File: src/hw/t8w_pkg.sv
// Shared constants and the state type of the 8-bit waveform timer.
// Assumes an APB slave at 32-bit data with one register to each aligned word.
//
// Notes on behaviour
// Any nonzero channel-B output mode connects wave_out_b to its pin.
// Software sets pin direction, else the waveform never reaches the pin.
// Non-PWM modes: B mode 00 off, 01 toggle, 10 clear, 11 set on match.
// Fast PWM: B mode 10 clears on match, sets at top; 11 reverse; 01 reserved.
// PWM with compare equal to top and mode bit 1: skip match, act at top.
// Phase correct: B mode 10 clears rising match, sets falling; 11 reverse.
// Unused control bits always read as zero.
// Waveform mode field picks normal, clear-on-match, fast or phase correct PWM.
// Compare writes act at once outside PWM, else load at top.
// Overflow flag at max, at bottom in phase correct, at top in mode 7.
// Force strobes apply a match action outside PWM modes only.
// Forced matches set no flag and never clear the counter.
// Force strobe bits always read back as zero.
// Software writes zero to force bits while a PWM mode runs.
// Clock select: stop, undivided, or prescaler divide by 8, 64, 256, 1024.
// Clock select 110 counts falling, 111 rising edges of the count pin.
// Count pin edges count even when that pin is an output.
// Software reads and writes the counter at any time.
// A counter write suppresses compare matches on the next timer tick.
// Compare value A is matched continuously for flag and wave_out_a.
// Channel-A mode 01 toggles in PWM only with waveform_mode_hi set.
// Phase correct counts up, holds top one tick, counts down, reverses.
// Match B flag set on match, cleared by vector acknowledge or write one.
// Normal and fast PWM count up and wrap after the active top.
package t8w_pkg;

  // ----------------------------------------------------------------
  // Register map
  // ----------------------------------------------------------------
  localparam int ADDR_W = 8;
  localparam logic [7:0] OFS_CTRL_A = 8'h00;
  localparam logic [7:0] OFS_CTRL_B = 8'h04;
  localparam logic [7:0] OFS_COUNT = 8'h08;
  localparam logic [7:0] OFS_CMP_A = 8'h0C;
  localparam logic [7:0] OFS_CMP_B = 8'h10;
  localparam logic [7:0] OFS_FLAGS = 8'h14;

  // ----------------------------------------------------------------
  // Field positions
  // ----------------------------------------------------------------
  localparam int CTRL_B_FORCE_A = 7;
  localparam int CTRL_B_FORCE_B = 6;
  localparam int CTRL_B_MODE_HI = 3;
  localparam int FLAG_MATCH_B = 2;
  localparam int FLAG_MATCH_A = 1;
  localparam int FLAG_OVERFLOW = 0;

  // ----------------------------------------------------------------
  // Values
  // ----------------------------------------------------------------
  localparam logic [7:0] CNT_MAX = 8'hFF;
  localparam logic [7:0] CNT_BOTTOM = 8'h00;
  localparam logic [7:0] CNT_ONE = 8'h01;
  localparam logic [7:0] RESET_BYTE = 8'h00;
  localparam logic [31:0] RESET_WORD = 32'h0000_0000;
  localparam logic [1:0] COM_OFF = 2'h0;
  localparam logic [1:0] COM_TOGGLE = 2'h1;
  localparam logic [1:0] COM_CLEAR = 2'h2;
  localparam logic [1:0] COM_SET = 2'h3;

  // Waveform modes.
  localparam logic [2:0] MODE_NORMAL = 3'h0;
  localparam logic [2:0] MODE_PC_MAX = 3'h1;
  localparam logic [2:0] MODE_CLR_MATCH = 3'h2;
  localparam logic [2:0] MODE_FAST_MAX = 3'h3;
  localparam logic [2:0] MODE_PC_CMP = 3'h5;
  localparam logic [2:0] MODE_FAST_CMP = 3'h7;

  // Clock select codes and prescaler tap masks.
  localparam logic [2:0] CS_STOP = 3'h0;
  localparam logic [2:0] CS_DIV1 = 3'h1;
  localparam logic [2:0] CS_DIV8 = 3'h2;
  localparam logic [2:0] CS_DIV64 = 3'h3;
  localparam logic [2:0] CS_DIV256 = 3'h4;
  localparam logic [2:0] CS_DIV1024 = 3'h5;
  localparam logic [2:0] CS_EXT_FALL = 3'h6;
  localparam logic [2:0] CS_EXT_RISE = 3'h7;
  localparam int PRESC_W = 10;
  localparam logic [9:0] TAP_8 = 10'h007;
  localparam logic [9:0] TAP_64 = 10'h03F;
  localparam logic [9:0] TAP_256 = 10'h0FF;
  localparam logic [9:0] TAP_1024 = 10'h3FF;

  // Timer state, registered as a whole.
  typedef struct packed {
    logic [1:0] com_a;
    logic [1:0] com_b;
    logic [1:0] mode_lo;
    logic mode_hi;
    logic [2:0] cs;
    logic [7:0] cnt;
    logic [7:0] cmp_a_buf;
    logic [7:0] cmp_a;
    logic [7:0] cmp_b_buf;
    logic [7:0] cmp_b;
    logic down;
    logic blk;
    logic ovf;
    logic mfa;
    logic mfb;
    logic out_a;
    logic out_b;
    logic [31:0] rdata;
    logic err;
  } t8w_state_t;

  // Clock-enable generator state.
  typedef struct packed {
    logic s1;
    logic s2;
    logic s3;
    logic filt;
    logic prev;
    logic [PRESC_W-1:0] pre;
  } t8w_clk_state_t;

endpackage

File: src/hw/t8w_clk_sel.sv
// Timer clock-enable generator: free-running prescaler and count-pin edge detector.
// Assumes the count pin is asynchronous to pclk and slower than half its rate.
`timescale 1ns/1ps

module t8w_clk_sel #(
  parameter int PRESC_W = t8w_pkg::PRESC_W
) (
  input wire logic pclk,
  input wire logic presetn,
  input wire logic [2:0] clock_source_sel,
  input wire logic ext_count_input,
  output logic tick
);

  if (PRESC_W != 10) begin : g_chk
    $error("t8w_clk_sel needs a 10-bit prescaler.");
  end

  t8w_pkg::t8w_clk_state_t s_q;
  t8w_pkg::t8w_clk_state_t s_d;

  // Synchronise the pin, accept a level once two later stages agree, step the prescaler.
  always_comb begin
    s_d = s_q;
    s_d.s1 = ext_count_input;
    s_d.s2 = s_q.s1;
    s_d.s3 = s_q.s2;
    if (s_q.s2 == s_q.s3) begin
      s_d.filt = s_q.s3;
    end
    s_d.prev = s_q.filt;
    s_d.pre = s_q.pre + PRESC_W'(1);
  end

  // Select the enable source; taps fire once per divide period.
  always_comb begin
    unique case (clock_source_sel)
      t8w_pkg::CS_STOP: tick = 1'b0;
      t8w_pkg::CS_DIV1: tick = 1'b1;
      t8w_pkg::CS_DIV8: tick = &(s_q.pre | ~t8w_pkg::TAP_8);
      t8w_pkg::CS_DIV64: tick = &(s_q.pre | ~t8w_pkg::TAP_64);
      t8w_pkg::CS_DIV256: tick = &(s_q.pre | ~t8w_pkg::TAP_256);
      t8w_pkg::CS_DIV1024: tick = &(s_q.pre | ~t8w_pkg::TAP_1024);
      t8w_pkg::CS_EXT_FALL: tick = s_q.prev & ~s_q.filt;
      t8w_pkg::CS_EXT_RISE: tick = ~s_q.prev & s_q.filt;
    endcase
  end

  // Register the state.
  always_ff @(posedge pclk or negedge presetn) begin
    if (!presetn) begin
      s_q <= '0;
    end else begin
      s_q <= s_d;
    end
  end

endmodule

File: src/hw/t8w_timer.sv
// Top of the 8-bit timer with two waveform channels and an APB register file.
// Assumes an APB master on pclk; pin direction logic lies outside this block.
//
// The address map and the APB register port are this design's own decisions.
`timescale 1ns/1ps

module t8w_timer (
  input wire logic pclk,
  input wire logic presetn,
  input wire logic psel,
  input wire logic penable,
  input wire logic pwrite,
  input wire logic [t8w_pkg::ADDR_W-1:0] paddr,
  input wire logic [31:0] pwdata,
  output logic [31:0] prdata,
  output logic pready,
  output logic pslverr,
  input wire logic ext_count_input,
  input wire logic vec_ack_overflow,
  input wire logic vec_ack_match_a,
  input wire logic vec_ack_match_b,
  output logic wave_out_a,
  output logic wave_out_b,
  output logic wave_a_connected,
  output logic wave_b_connected,
  output logic overflow_flag,
  output logic match_a_flag,
  output logic match_b_flag
);

  // ----------------------------------------------------------------
  // Helper functions
  // ----------------------------------------------------------------

  // True for both fast and phase correct PWM modes.
  function automatic logic is_pwm(input logic [2:0] m);
    is_pwm = (m == t8w_pkg::MODE_PC_MAX) || (m == t8w_pkg::MODE_FAST_MAX) ||
             (m == t8w_pkg::MODE_PC_CMP) || (m == t8w_pkg::MODE_FAST_CMP);
  endfunction

  // True for the phase correct modes.
  function automatic logic is_pc(input logic [2:0] m);
    is_pc = (m == t8w_pkg::MODE_PC_MAX) || (m == t8w_pkg::MODE_PC_CMP);
  endfunction

  // Next output level of one channel for the given events.
  function automatic logic wave_next(
    input logic cur,
    input logic [1:0] com,
    input logic pwm,
    input logic pc,
    input logic hit,
    input logic top_ev,
    input logic down,
    input logic cmp_top,
    input logic tog_ok
  );
    logic r;
    r = cur;
    if (!pwm) begin
      if (hit) begin
        unique case (com)
          t8w_pkg::COM_OFF: r = cur;
          t8w_pkg::COM_TOGGLE: r = ~cur;
          t8w_pkg::COM_CLEAR: r = 1'b0;
          t8w_pkg::COM_SET: r = 1'b1;
        endcase
      end
    end else if (com[1]) begin
      if (pc) begin
        if (cmp_top) begin
          if (top_ev) begin
            r = ~com[0];
          end
        end else if (hit) begin
          r = down ? ~com[0] : com[0];
        end
      end else begin
        if (hit && !cmp_top) begin
          r = com[0];
        end
        if (top_ev) begin
          r = ~com[0];
        end
      end
    end else if (com == t8w_pkg::COM_TOGGLE && tog_ok && hit) begin
      r = ~cur;
    end
    wave_next = r;
  endfunction

  // ----------------------------------------------------------------
  // Timer clock enable
  // ----------------------------------------------------------------
  t8w_pkg::t8w_state_t s_q;
  t8w_pkg::t8w_state_t s_d;
  logic tick;

  t8w_clk_sel #(
    .PRESC_W(t8w_pkg::PRESC_W)
  ) u_clk_sel (
    .pclk(pclk),
    .presetn(presetn),
    .clock_source_sel(s_q.cs),
    .ext_count_input(ext_count_input),
    .tick(tick)
  );

  // ----------------------------------------------------------------
  // Decode of mode and events
  // ----------------------------------------------------------------
  logic [2:0] mode;
  logic pwm;
  logic pc;
  logic top_from_cmp;
  logic [7:0] top;
  logic at_top;
  logic hit_a;
  logic hit_b;
  logic ovf_ev;
  logic wr;
  logic setup;

  // Mode class, active top and match events for this timer tick.
  always_comb begin
    mode = {s_q.mode_hi, s_q.mode_lo};
    pwm = is_pwm(mode);
    pc = is_pc(mode);
    top_from_cmp = (mode == t8w_pkg::MODE_CLR_MATCH) || (mode == t8w_pkg::MODE_PC_CMP) ||
                   (mode == t8w_pkg::MODE_FAST_CMP);
    top = top_from_cmp ? s_q.cmp_a : t8w_pkg::CNT_MAX;
    at_top = s_q.cnt == top;
    hit_a = tick && !s_q.blk && (s_q.cnt == s_q.cmp_a);
    hit_b = tick && !s_q.blk && (s_q.cnt == s_q.cmp_b);
    if (pc) begin
      ovf_ev = tick && s_q.down && (s_q.cnt == t8w_pkg::CNT_BOTTOM);
    end else if (mode == t8w_pkg::MODE_FAST_CMP) begin
      ovf_ev = tick && at_top;
    end else begin
      ovf_ev = tick && (s_q.cnt == t8w_pkg::CNT_MAX);
    end
    wr = psel && penable && pwrite;
    setup = psel && !penable;
  end

  // ----------------------------------------------------------------
  // Next state
  // ----------------------------------------------------------------
  always_comb begin
    s_d = s_q;

    // Count on each timer tick.
    if (tick) begin
      s_d.blk = 1'b0;
      if (pc) begin
        if (!s_q.down) begin
          if (at_top) begin
            s_d.down = 1'b1;
            s_d.cnt = (top == t8w_pkg::CNT_BOTTOM) ? s_q.cnt : s_q.cnt - t8w_pkg::CNT_ONE;
          end else begin
            s_d.cnt = s_q.cnt + t8w_pkg::CNT_ONE;
          end
        end else if (s_q.cnt == t8w_pkg::CNT_BOTTOM) begin
          s_d.down = 1'b0;
          s_d.cnt = (top == t8w_pkg::CNT_BOTTOM) ? s_q.cnt : t8w_pkg::CNT_ONE;
        end else begin
          s_d.cnt = s_q.cnt - t8w_pkg::CNT_ONE;
        end
      end else begin
        s_d.down = 1'b0;
        s_d.cnt = at_top ? t8w_pkg::CNT_BOTTOM : s_q.cnt + t8w_pkg::CNT_ONE;
      end
      if (pwm && at_top) begin
        s_d.cmp_a = s_q.cmp_a_buf;
        s_d.cmp_b = s_q.cmp_b_buf;
      end
    end

    // Drive both waveform outputs from matches and top events.
    s_d.out_a = wave_next(s_q.out_a, s_q.com_a, pwm, pc, hit_a, tick && at_top, s_q.down,
                          s_q.cmp_a == top, s_q.mode_hi);
    s_d.out_b = wave_next(s_q.out_b, s_q.com_b, pwm, pc, hit_b, tick && at_top, s_q.down,
                          s_q.cmp_b == top, 1'b0);

    // Flags: software write-one clear and vector acknowledge, then events win.
    if (wr && paddr == t8w_pkg::OFS_FLAGS) begin
      if (pwdata[t8w_pkg::FLAG_OVERFLOW]) begin
        s_d.ovf = 1'b0;
      end
      if (pwdata[t8w_pkg::FLAG_MATCH_A]) begin
        s_d.mfa = 1'b0;
      end
      if (pwdata[t8w_pkg::FLAG_MATCH_B]) begin
        s_d.mfb = 1'b0;
      end
    end
    if (vec_ack_overflow) begin
      s_d.ovf = 1'b0;
    end
    if (vec_ack_match_a) begin
      s_d.mfa = 1'b0;
    end
    if (vec_ack_match_b) begin
      s_d.mfb = 1'b0;
    end
    if (ovf_ev) begin
      s_d.ovf = 1'b1;
    end
    if (hit_a) begin
      s_d.mfa = 1'b1;
    end
    if (hit_b) begin
      s_d.mfb = 1'b1;
    end

    // Register writes take effect in the access cycle.
    if (wr) begin
      unique case (paddr)
        t8w_pkg::OFS_CTRL_A: begin
          s_d.com_a = pwdata[7:6];
          s_d.com_b = pwdata[5:4];
          s_d.mode_lo = pwdata[1:0];
        end
        t8w_pkg::OFS_CTRL_B: begin
          s_d.mode_hi = pwdata[t8w_pkg::CTRL_B_MODE_HI];
          s_d.cs = pwdata[2:0];
          // Forced matches change only the outputs, never flags or count.
          if (!pwm && pwdata[t8w_pkg::CTRL_B_FORCE_A]) begin
            s_d.out_a = wave_next(s_d.out_a, s_q.com_a, 1'b0, 1'b0, 1'b1, 1'b0, 1'b0,
                                  1'b0, 1'b0);
          end
          if (!pwm && pwdata[t8w_pkg::CTRL_B_FORCE_B]) begin
            s_d.out_b = wave_next(s_d.out_b, s_q.com_b, 1'b0, 1'b0, 1'b1, 1'b0, 1'b0,
                                  1'b0, 1'b0);
          end
        end
        t8w_pkg::OFS_COUNT: begin
          s_d.cnt = pwdata[7:0];
          s_d.blk = 1'b1;
        end
        t8w_pkg::OFS_CMP_A: begin
          s_d.cmp_a_buf = pwdata[7:0];
        end
        t8w_pkg::OFS_CMP_B: begin
          s_d.cmp_b_buf = pwdata[7:0];
        end
        default: begin
        end
      endcase
    end

    // Outside PWM the active compare values follow the written ones at once.
    if (!pwm) begin
      s_d.cmp_a = s_d.cmp_a_buf;
      s_d.cmp_b = s_d.cmp_b_buf;
    end

    // Read data and error are captured in the setup cycle.
    if (setup) begin
      s_d.err = 1'b0;
      unique case (paddr)
        t8w_pkg::OFS_CTRL_A: begin
          s_d.rdata = {24'h00_0000, s_q.com_a, s_q.com_b, 2'h0, s_q.mode_lo};
        end
        t8w_pkg::OFS_CTRL_B: begin
          s_d.rdata = {24'h00_0000, 4'h0, s_q.mode_hi, s_q.cs};
        end
        t8w_pkg::OFS_COUNT: begin
          s_d.rdata = {24'h00_0000, s_q.cnt};
        end
        t8w_pkg::OFS_CMP_A: begin
          s_d.rdata = {24'h00_0000, s_q.cmp_a_buf};
        end
        t8w_pkg::OFS_CMP_B: begin
          s_d.rdata = {24'h00_0000, s_q.cmp_b_buf};
        end
        t8w_pkg::OFS_FLAGS: begin
          s_d.rdata = {29'h0000_0000, s_q.mfb, s_q.mfa, s_q.ovf};
        end
        default: begin
          s_d.rdata = t8w_pkg::RESET_WORD;
          s_d.err = 1'b1;
        end
      endcase
    end
  end

  // ----------------------------------------------------------------
  // State register
  // ----------------------------------------------------------------
  always_ff @(posedge pclk or negedge presetn) begin
    if (!presetn) begin
      s_q <= '0;
    end else begin
      s_q <= s_d;
    end
  end

  // ----------------------------------------------------------------
  // Outputs
  // ----------------------------------------------------------------

  // Every access completes in its first access cycle.
  assign pready = 1'b1;
  assign pslverr = s_q.err;
  assign prdata = s_q.rdata;

  // Pin override and flags. Direction stays with the port logic outside.
  assign wave_out_a = s_q.out_a;
  assign wave_out_b = s_q.out_b;
  assign wave_b_connected = s_q.com_b != t8w_pkg::COM_OFF;
  assign wave_a_connected = (s_q.com_a != t8w_pkg::COM_OFF) &&
                            !(pwm && s_q.com_a == t8w_pkg::COM_TOGGLE && !s_q.mode_hi);
  assign overflow_flag = s_q.ovf;
  assign match_a_flag = s_q.mfa;
  assign match_b_flag = s_q.mfb;

endmodule

File: config.mk
export PLATFORM = sky130hd
export DESIGN_NAME = t8w_timer
export DESIGN_NICKNAME = d
export VERILOG_FILES = /design/src/hw/t8w_pkg.sv /design/src/hw/t8w_clk_sel.sv /design/src/hw/t8w_timer.sv
export SDC_FILE = /design/constraint.sdc
export NUM_CORES = 1
export LEC_CHECK = 0
export BUFFER_PORTS_ARGS = -buffer_cell sky130_fd_sc_hd__buf_2
export CAP_MARGIN = 20
export CORE_MARGIN = 4
export CORE_UTILIZATION = 35
export CTS_CLUSTER_SIZE = 40
export DETAILED_ROUTE_END_ITERATION = 10
export PLACE_DENSITY = 0.58
export SYNTH_ARGS = -nofsm -noshare
export SYNTH_HDL_FRONTEND = slang
export SYNTH_SLANG_ARGS = --single-unit
File: constraint.sdc
create_clock -name pclk -period 2.61 [get_ports pclk]
set_input_delay 0.1305 -clock pclk [delete_from_list [all_inputs] [get_ports pclk]]
set_output_delay 0.1305 -clock pclk [all_outputs]
set_load 0.01 [all_outputs]
==> run metrics, run 1 <==
status=complete, but fails checks; failing checks=setup timing; worst reg2reg setup slack=-0.05 ns; XOR/XNOR share of the synthesized area=0.04533; Worst Hold Endpoint=match_a_flag; area delta synth->final=19.68%; crit path launch type=flip-flop; Synth area leaders=dfrtp_1 (37%), mux2_2 (6.5%), nand2_1 (6.1%); final period utilization=1.020; #FFs+latches synth=81; slowest CP cell=or4_4; I/O pins=90; Hold Path Class=primary input to flip-flop; RR Endpoint=s_q[77]; aggregate global routing overflow=0; largest net degree at the start of global routing=82; Clock Latency Late Sink=0.35 ns; Tot GR Track Use=0.1915; fin crit period=2.661 ns; MaxCap Viol Count=0; cell area after layout=6475 µm²; RSZ-0062 raised after global routing=yes; die width=132.3 µm; Post-DRT Antenna Nets=0; CORE AREA=15,150 µm²; initial antenna violation count=0; chip height=132.3 µm; post-synth top area share=0.3747; largest area contributor in the netlist=dfrtp_1; fin cells=875; Hold Vio Cnt, Final=0; f_max=0.3758 GHz; critical path's largest stage delay=0.48 ns; measured slew at the worst slew-check pin=0.8636 ns; library cells used by synthesis=65; clock skew=0.01249 ns; share of layout cells above drive strength 1=0.2722; Clock Pin Slew Worst Setup and Hold Paths=0.07 ns; first-pass GRT wire length=26,450 µm; Synth Area in Adders=0.01573; Max FO, Critical Path=5; dominant synthesized flop cell=dfrtp_1; Root Driver=clkbuf_16; Reg-to-Reg Start=mode[2]; main combinational cell family by area after synthesis=simple AND/OR/NAND/NOR gates; Mean Syn Cell Area=8.670 µm²; drt pass-1 iters=5; routed vias=4,908; leakage power=2.908 nW; residual DRC count=0; Critical Path RT=2.86 ns; count leader, synth=nand2_1; CTS Buffer Depth=2; 1st-iter DRT viols=495; Synth Area in Compound Gates=0.1758; Hold Path Stages=3; CTS sink cnt=81; Initial Util=0.3572; crit path cell chain=or3b_4, a21oi_2, o22ai_2, or4_4, o31a_1, nor3_1, a211oi_1, o31ai_1; simple-gate portion of the synthesized area=0.2081; Max Slew Vio Count=0; WS Path Type=flip-flop to flip-flop; TritonCTS clock tree=yes; wire per inst=19.35 µm; H-Tree Depth=3; Pwr Density=542.1 nW/µm²; Yosys warning count=0; drt total wl=16,930 µm; ys async rst share=1.000; setup violators final=4; Worst Hold Launch=vec_ack_match_a; Post-DP Area=5933 µm²; dpl cells=850; Worst Setup Slack, final=-0.05117 ns; mux share of post-synthesis cell area=0.08395; Slew headroom=0.4182; DIE AREA=17,510 µm²; port bufs=40; HPWL after DPL=12,400 µm; Post-Syn Instances=624; Final Net Count=737; cells on worst reg2reg path=8; Synth top cells by count=nand2_1 (88), dfrtp_1 (81), nor2_1 (50); placer congestion estimate=0.9292; fill count=1,487; sequential area share after synthesis=0.3747; Antenna Cells=0; VDD IR max=0.2964 mV; CTS buffer count=9; total power=3.510 mW; Rows=45; EDFF count, synth=0; Critical Path AT=2.91 ns; pre-CTS setup slack=-0.04328 ns; vias in the first global route=4,728; Post-Syn Area=5410 µm²; Critical Path Sink Type=flip-flop; via/cell ratio=5.609
==> layout make-up <==
cell class                 instances  area (µm²)  area share
multi-input combinational        471        3094      0.4779
sequential                        81        2028      0.3132
timing repair buffer             105       752.0      0.1161
clock buffer                      12       256.5     0.03961
tap                              188       235.2     0.03633
clock inverter                     4       56.30    0.008696
inverter                          14       52.55    0.008116
==> cell families after synthesis <==
| logic type | after synthesis |
|---|---|
| buffers and inverters | 96 |
| XOR/XNOR | 28 |
| other | 2 |
| adder cells (fa/ha/maj) | 7 |
| flip-flops | 81 |
| AND/OR/NAND/NOR | 232 |
| multiplexers | 39 |
| AO/OA/AOI/OAI | 139 |
==> how the worst max path moves through the flow <==
| stage | startpoint | end | slack (ns) | depth (start not counted) |
|---|---|---|---|---|
| after floorplan | mode[0] | wave_out_a | -0.11 | 12 |
| after global placement | s_q[79] | wave_out_a | -0.01 | 9 |
| after detailed placement | mode[0] | wave_out_a | -0.04 | 8 |
| after CTS | s_q[79] | s_q[77] | -0.006 | 9 |
| after global routing | s_q[73] | s_q[78] | -0.19 | 9 |
| final | mode[2] | s_q[77] | -0.05 | 8 |
==> registers in the layout, indices dropped and copies added, names as in the netlist <==
signal and cells:
s_q 49, u_clk_sel.s_q 12, prdata 8, mode 3, u_clk_sel.s_d 3, match_a_flag 1, match_b_flag 1, overflow_flag 1
pslverr 1, wave_out_a 1, wave_out_b 1
==> stage by stage <==
stage	utilization	TNS (ns)	hold WS, ns
floorplan	-	-0.1197	-0.1651
global placement	0.3917	-0.03452	0.2407
detailed placement	0.3917	-0.07295	0.2460
CTS	0.4148	-0.007256	0.02181
global route	0.4275	-0.8502	0.03909
finish	0.4275	-0.09427	0.02958
==> timing repair <==
action,in CTS,in global routing
endpoints found under the hold margin,1,81
endpoints found under the setup margin,7,24
hold buffers,1,1
pin swaps,1,16
gates cloned,0,1
setup buffers,1,4
resized for setup,5,28
==> critical path, delay by kind of cell (launching register included) <==
kind            cells  cell delay [ns]
flops               1             0.43
simple gates        3             1.15
compound gates      5             0.96
==> power by group <==
group | leakage (nW) | internal [mW] | total [mW] | switching, mW
Combinational | 1.68 | 0.322 | 0.791 | 0.469
Sequential | 1.07 | 1.31 | 1.37 | 0.0639
Clock | 0.154 | 0.805 | 1.35 | 0.542
==> cells in the final DEF, fill, tap and decap left out, types with 9 or more instances in the layout <==
| master | count |
|---|---|
| dfrtp_1 | 80 |
| nand4_1 | 12 |
| nand2b_1 | 11 |
| a21oi_1 | 16 |
| xnor2_1 | 15 |
| mux2_2 | 31 |
| a31oi_1 | 30 |
| conb_1 | 25 |
| buf_2 | 39 |
| inv_1 | 14 |
| clkbuf_16 | 9 |
| buf_4 | 58 |
| xor2_1 | 13 |
| nor2_1 | 49 |
| o21ai_0 | 22 |
| nand2_1 | 86 |
==> metal layers <==
metal  vias up  GRT usage  part of all wire
li1       2286          -                 -
met1      2416     0.2647              0.44
met2       179     0.3054              0.48
met3        27    0.03244             0.062
met4         0    0.06351             0.021
met5         -          0                 0
Power figures use the tool's default switching activity.
==> run 2, diff against run 1 <==
Settings changed: ABC_CLOCK_PERIOD_IN_PS from default to 2610, CTS_BUF_LIST from default to sky130_fd_sc_hd__clkbuf_8.
==> run 2 against run 1 <==
The run still ends with setup timing left. Final area fell by 1.2%. Routed wire length fell by 0.18%. Clock skew barely moved. Clock-buffer cell count fell by 1. Critical path depth did not move. Sequential power barely moved. Hold slack improved by 0.0034 ns. Via count fell by 0.92%. Utilization fell by 0.50 points. Critical endpoint is now wave_out_a. Largest power group unchanged.
==> run metrics, run 2 (synthesis gave the netlist of run 1 again) <==
clock skew=0.01246 ns; CTS sink cnt=81; total power=3.183 mW; aggregate global routing overflow=0; TritonCTS clock tree=yes; Worst Setup Slack, final=-0.03409 ns; Antenna Cells=0; Util after Layout=0.4226; routed vias=4,863; wire per inst=19.34 µm; HPWL after DPL=12,400 µm; vias in the first global route=4,757; Worst Hold Slack=0.03294 ns; Post-DRT Antenna Nets=0; Slew headroom=0.4122; Critical Path RT=2.87 ns; failing checks=setup timing; WS Path Type=flip-flop to flip-flop; setup violators final=1; met1 wire length=7472 µm; fin cells=874; residual DRC count=0; final period utilization=1.013; H-Tree Depth=3; drt pass-1 iters=5; Final Net Count=736; VDD IR max=0.3594 mV; first-pass GRT wire length=26,500 µm; CORE AREA=15,150 µm²; via/cell ratio=5.564; Critical Path AT=2.91 ns; RSZ-0062 raised after global routing=yes; largest net degree at the start of global routing=82; Clock Latency Late Sink=0.38 ns; Max FO, Critical Path=5; fill count=1,485; met2 WL post-DR=8051 µm; Rows=45; dpl cells=850; cell area after layout=6400 µm²; share of layout cells above drive strength 1=0.2682; Critical Path Sink Type=flip-flop; commonest non-fill, non-tap cell in the layout=nand2_1; Hold Path Class=primary input to flip-flop; port bufs=40; MaxCap Viol Count=0; Hold Vio Cnt, Final=0; uppermost routed layer=met4; area delta synth->final=18.29%; Root Driver=clkbuf_8; CTS Buffer Depth=2; Multi-input gate area=3126 µm²; Pwr Density=497.3 nW/µm²; Post-DP Area=5933 µm²; status=complete, but fails checks; I/O pins=90; initial antenna violation count=0; Most flops, register=s_q; Reg area=2028 µm²; commonest non-fill, non-tap cells in the layout=nand2_1 (86), dfrtp_1 (80), buf_4 (56), nor2_1 (48), buf_2 (39); Clock Pin Slew Worst Setup and Hold Paths=0.09 ns; max reg flops=49; Max Slew Vio Count=0; measured slew at the worst slew-check pin=0.8724 ns; met3 wire length=1048 µm; drt total wl=16,900 µm; Tot GR Track Use=0.1918; pre-CTS setup slack=-0.04328 ns; die width=132.3 µm; 1st-iter DRT viols=496; DIE AREA=17,510 µm²; Initial Util=0.3572; setup tns final=-0.03409 ns; crit path launch type=flip-flop; leakage power=2.854 nW; f_max=0.3782 GHz; placer congestion estimate=0.9292; CTS buffer count=9; fin crit period=2.644 ns; chip height=132.3 µm
-- run 2: path summary, 6_finish.rpt --
check,depth (start not counted),slack (ns),to,from
max,8,-0.03,wave_out_a,mode[2]
min,3,0.03,match_b_flag,vec_ack_match_b
max reg2reg,8,-0.03,wave_out_a,mode[2]
min reg2reg,0,0.36,u_clk_sel.s_d[12],u_clk_sel.s_d[13]
max in group asynchronous,3,1.88,s_q[53],presetn
min in group asynchronous,2,0.13,s_q[77],presetn
-- run 2: area by class of cell --
type | count | area share
Multi-Input combinational cell | 471 | 0.4884
Inverter | 14 | 0.008211
Clock inverter | 5 | 0.009384
Tap cell | 188 | 0.03675
Sequential cell | 81 | 0.3169
Clock buffer | 11 | 0.02366
Timing Repair Buffer | 104 | 0.1167
-- run 2: worst max-delay path, cell delays in order (launching register included) --
cell and delay, ns:
dfrtp_1 0.44, or3b_4 0.47, nand2_2 0.09, a32oi_2 0.08, or4_4 0.61, or2_4 0.31
o21ai_2 0.13, o211ai_1 0.09, a211o_1 0.30
-- run 2: layer usage --
| metal | vias to the layer above | track usage |
|---|---|---|
| met1 | 2385 | 0.2597 |
| met5 | - | 0 |
| met4 | 0 | 0.06293 |
| met2 | 163 | 0.3063 |
| li1 | 2288 | - |
| met3 | 27 | 0.04122 |
-- run 2: repair_timing --
action	4_1_cts	5_1_grt
gates cloned	0	1
endpoints found under the setup margin	7	25
hold buffers	3	0
pin swaps	1	11
gates resized for setup	5	32
endpoints found under the hold margin	61	0
setup buffers	1	2
-- run 2: power breakdown --
part	total (mW)	switching (mW)	internal, mW
clock network	1.01	0.506	0.502
registers	1.37	0.0598	1.31
logic	0.808	0.487	0.321
==> run 3, diff against run 2 <==
Settings changed: BUFFER_PORTS_ARGS -buffer_cell sky130_fd_sc_hd__buf_2 to default, DONT_BUFFER_PORTS from default to 1, PLACE_DENSITY 0.58 to 0.53.
==> run 3 against run 2 <==
Sequential share of layout area is 0.36 points lower. Critical path depth unchanged. The flow still finishes with violations (setup timing). First-iteration DRC count is 19% lower. Die area is the same. Largest cell class unchanged.
==> run metrics, run 3 (synthesis gave the netlist of run 1 again) <==
status=complete, but fails checks; failing checks=setup timing; fill count=1,465; die width=132.3 µm; Critical Path Sink Type=flip-flop; port bufs=0; Critical Path AT=3.04 ns; I/O pins=90; Post-DP Area=5710 µm²; wire per inst=20.53 µm; crit path launch type=flip-flop; Worst path top cell family by delay=simple AND/OR/NAND/NOR gates; Worst Setup Slack, final=-0.1490 ns; placer congestion estimate=0.9649; cell area after layout=6472 µm²; Hold Vio Cnt, Final=0; Max FO, Critical Path=7; Initial Util=0.3572; pre-CTS setup slack=-0.1376 ns; Slew headroom=0.4957; area delta synth->final=19.63%; 1st-iter DRT viols=403; via/cell ratio=5.735; commonest non-fill, non-tap cells in the layout=nand2_1 (87), dfrtp_1 (80), buf_4 (61), nor2_1 (49), mux2_2 (31); clock skew=0.01039 ns; f_max=0.3625 GHz; initial antenna violation count=1; RSZ-0062 raised after global routing=yes; residual DRC count=0; commonest non-fill, non-tap cell in the layout=nand2_1; MaxCap Viol Count=0; first-pass GRT wire length=27,260 µm; Rows=45; critical path's largest stage delay=0.59 ns; Reg-to-Reg Start=mode[2]; CP Depth=8; vias in the first global route=4,744; cells on worst reg2reg path=8; aggregate global routing overflow=0; DIE AREA=17,510 µm²; fin crit period=2.759 ns; CTS Buffer Depth=2; drt pass-1 iters=7; worst reg2reg setup slack=-0.15 ns; Tot GR Track Use=0.1990; Clock Latency Late Sink=0.37 ns; TritonCTS clock tree=yes; Root Driver=clkbuf_8; CTS sink cnt=81; VDD IR max=0.2711 mV; chip height=132.3 µm; crit path buf inv count=0; final period utilization=1.057; Critical Path RT=2.89 ns; Max Slew Vio Count=0; total power=3.218 mW; measured slew at the worst slew-check pin=0.7485 ns; crit path cell chain=or3b_4, a21oi_4, o22ai_4, or4_4, o31a_1, nor3_2, a211oi_1, o31ai_1; CORE AREA=15,150 µm²; HPWL after DPL=12,180 µm; worst setup path start=mode[2]; Hold Path Class=primary input to flip-flop; max reg flops=49; Pwr Density=497.2 nW/µm²; slowest CP cell=or4_4; share of layout cells above drive strength 1=0.2432; WS Path Type=flip-flop to flip-flop; drt total wl=17,550 µm; Clock Pin Slew Worst Setup and Hold Paths=0.09 ns; Final Net Count=716; leakage power=2.788 nW; H-Tree Depth=3; crit path to=s_q[78]; RR Endpoint=s_q[78]; largest net degree at the start of global routing=82; Most flops, register=s_q; Post-DRT Antenna Nets=0; CTS buffer count=9; routed vias=4,903; setup violators final=24
-- run 3: metal layers --
metal | up-vias | GRT usage | routed length, µm
met5 | - | 0 | 13
met2 | 199 | 0.3083 | 8138
met4 | 2 | 0.07621 | 598
met1 | 2417 | 0.2661 | 7456
li1 | 2242 | - | -
met3 | 43 | 0.05382 | 1347
-- run 3: where the power goes --
part	leakage [nW]	switching [mW]	internal [mW]	total, mW
sequential	1.07	0.0650	1.31	1.37
clock	0.106	0.506	0.500	1.01
combinational	1.61	0.495	0.346	0.840
total	2.79	1.07	2.15	3.22
-- run 3: per-stage QoR --
step / std cells / utilization / TNS [ns] / hold WS (ns)
3_5_place_dp: 809 / 0.3770 / -0.6305 / -0.1625
3_3_place_gp: 809 / 0.3770 / -0.5795 / -0.1627
2_1_floorplan: 647 / - / -0.1197 / -0.1651
5_1_grt: 854 / 0.4272 / -3.342 / 0.04312
4_1_cts: 846 / 0.4120 / -0.4820 / 0.006705
6_report: 855 / 0.4273 / -1.707 / 0.03010
-- run 3: layout make-up --
cell class	count	area (µm²)	share of cell area
Sequential cell	81	2028	0.3134
Clock inverter	5	60.06	0.009279
Clock buffer	11	151.4	0.02339
Tap cell	188	235.2	0.03634
Antenna cell	1	2.502	0.0003866
Inverter	14	57.56	0.008892
Timing Repair Buffer	84	737.0	0.1139
Multi-Input combinational cell	471	3201	0.4945
-- run 3: worst min-delay path: stages --
cell and delay, ns:
nand2_1 0.08, nand3b_1 0.10, o41ai_1 0.06
-- run 3: how the worst min path moves through the flow --
stage | cells after the start | end | from
finish | 3 | overflow_flag | pwdata[0]
global route | 2 | s_q[79] | pwdata[7]
CTS | 3 | overflow_flag | pwdata[0]
detailed placement | 0 | s_q[39] | presetn
global placement | 0 | s_q[39] | presetn
floorplan | 0 | match_a_flag | presetn
-- run 3: repair_timing --
action                                  in CTS  in global routing
buffers inserted                             4                  7
gates cloned                                 1                  1
gates resized for setup                     20                 36
pin swaps                                   13                 18
endpoints found under the setup margin      12                 26
hold buffers                                16                  0
endpoints found under the hold margin      120                  0
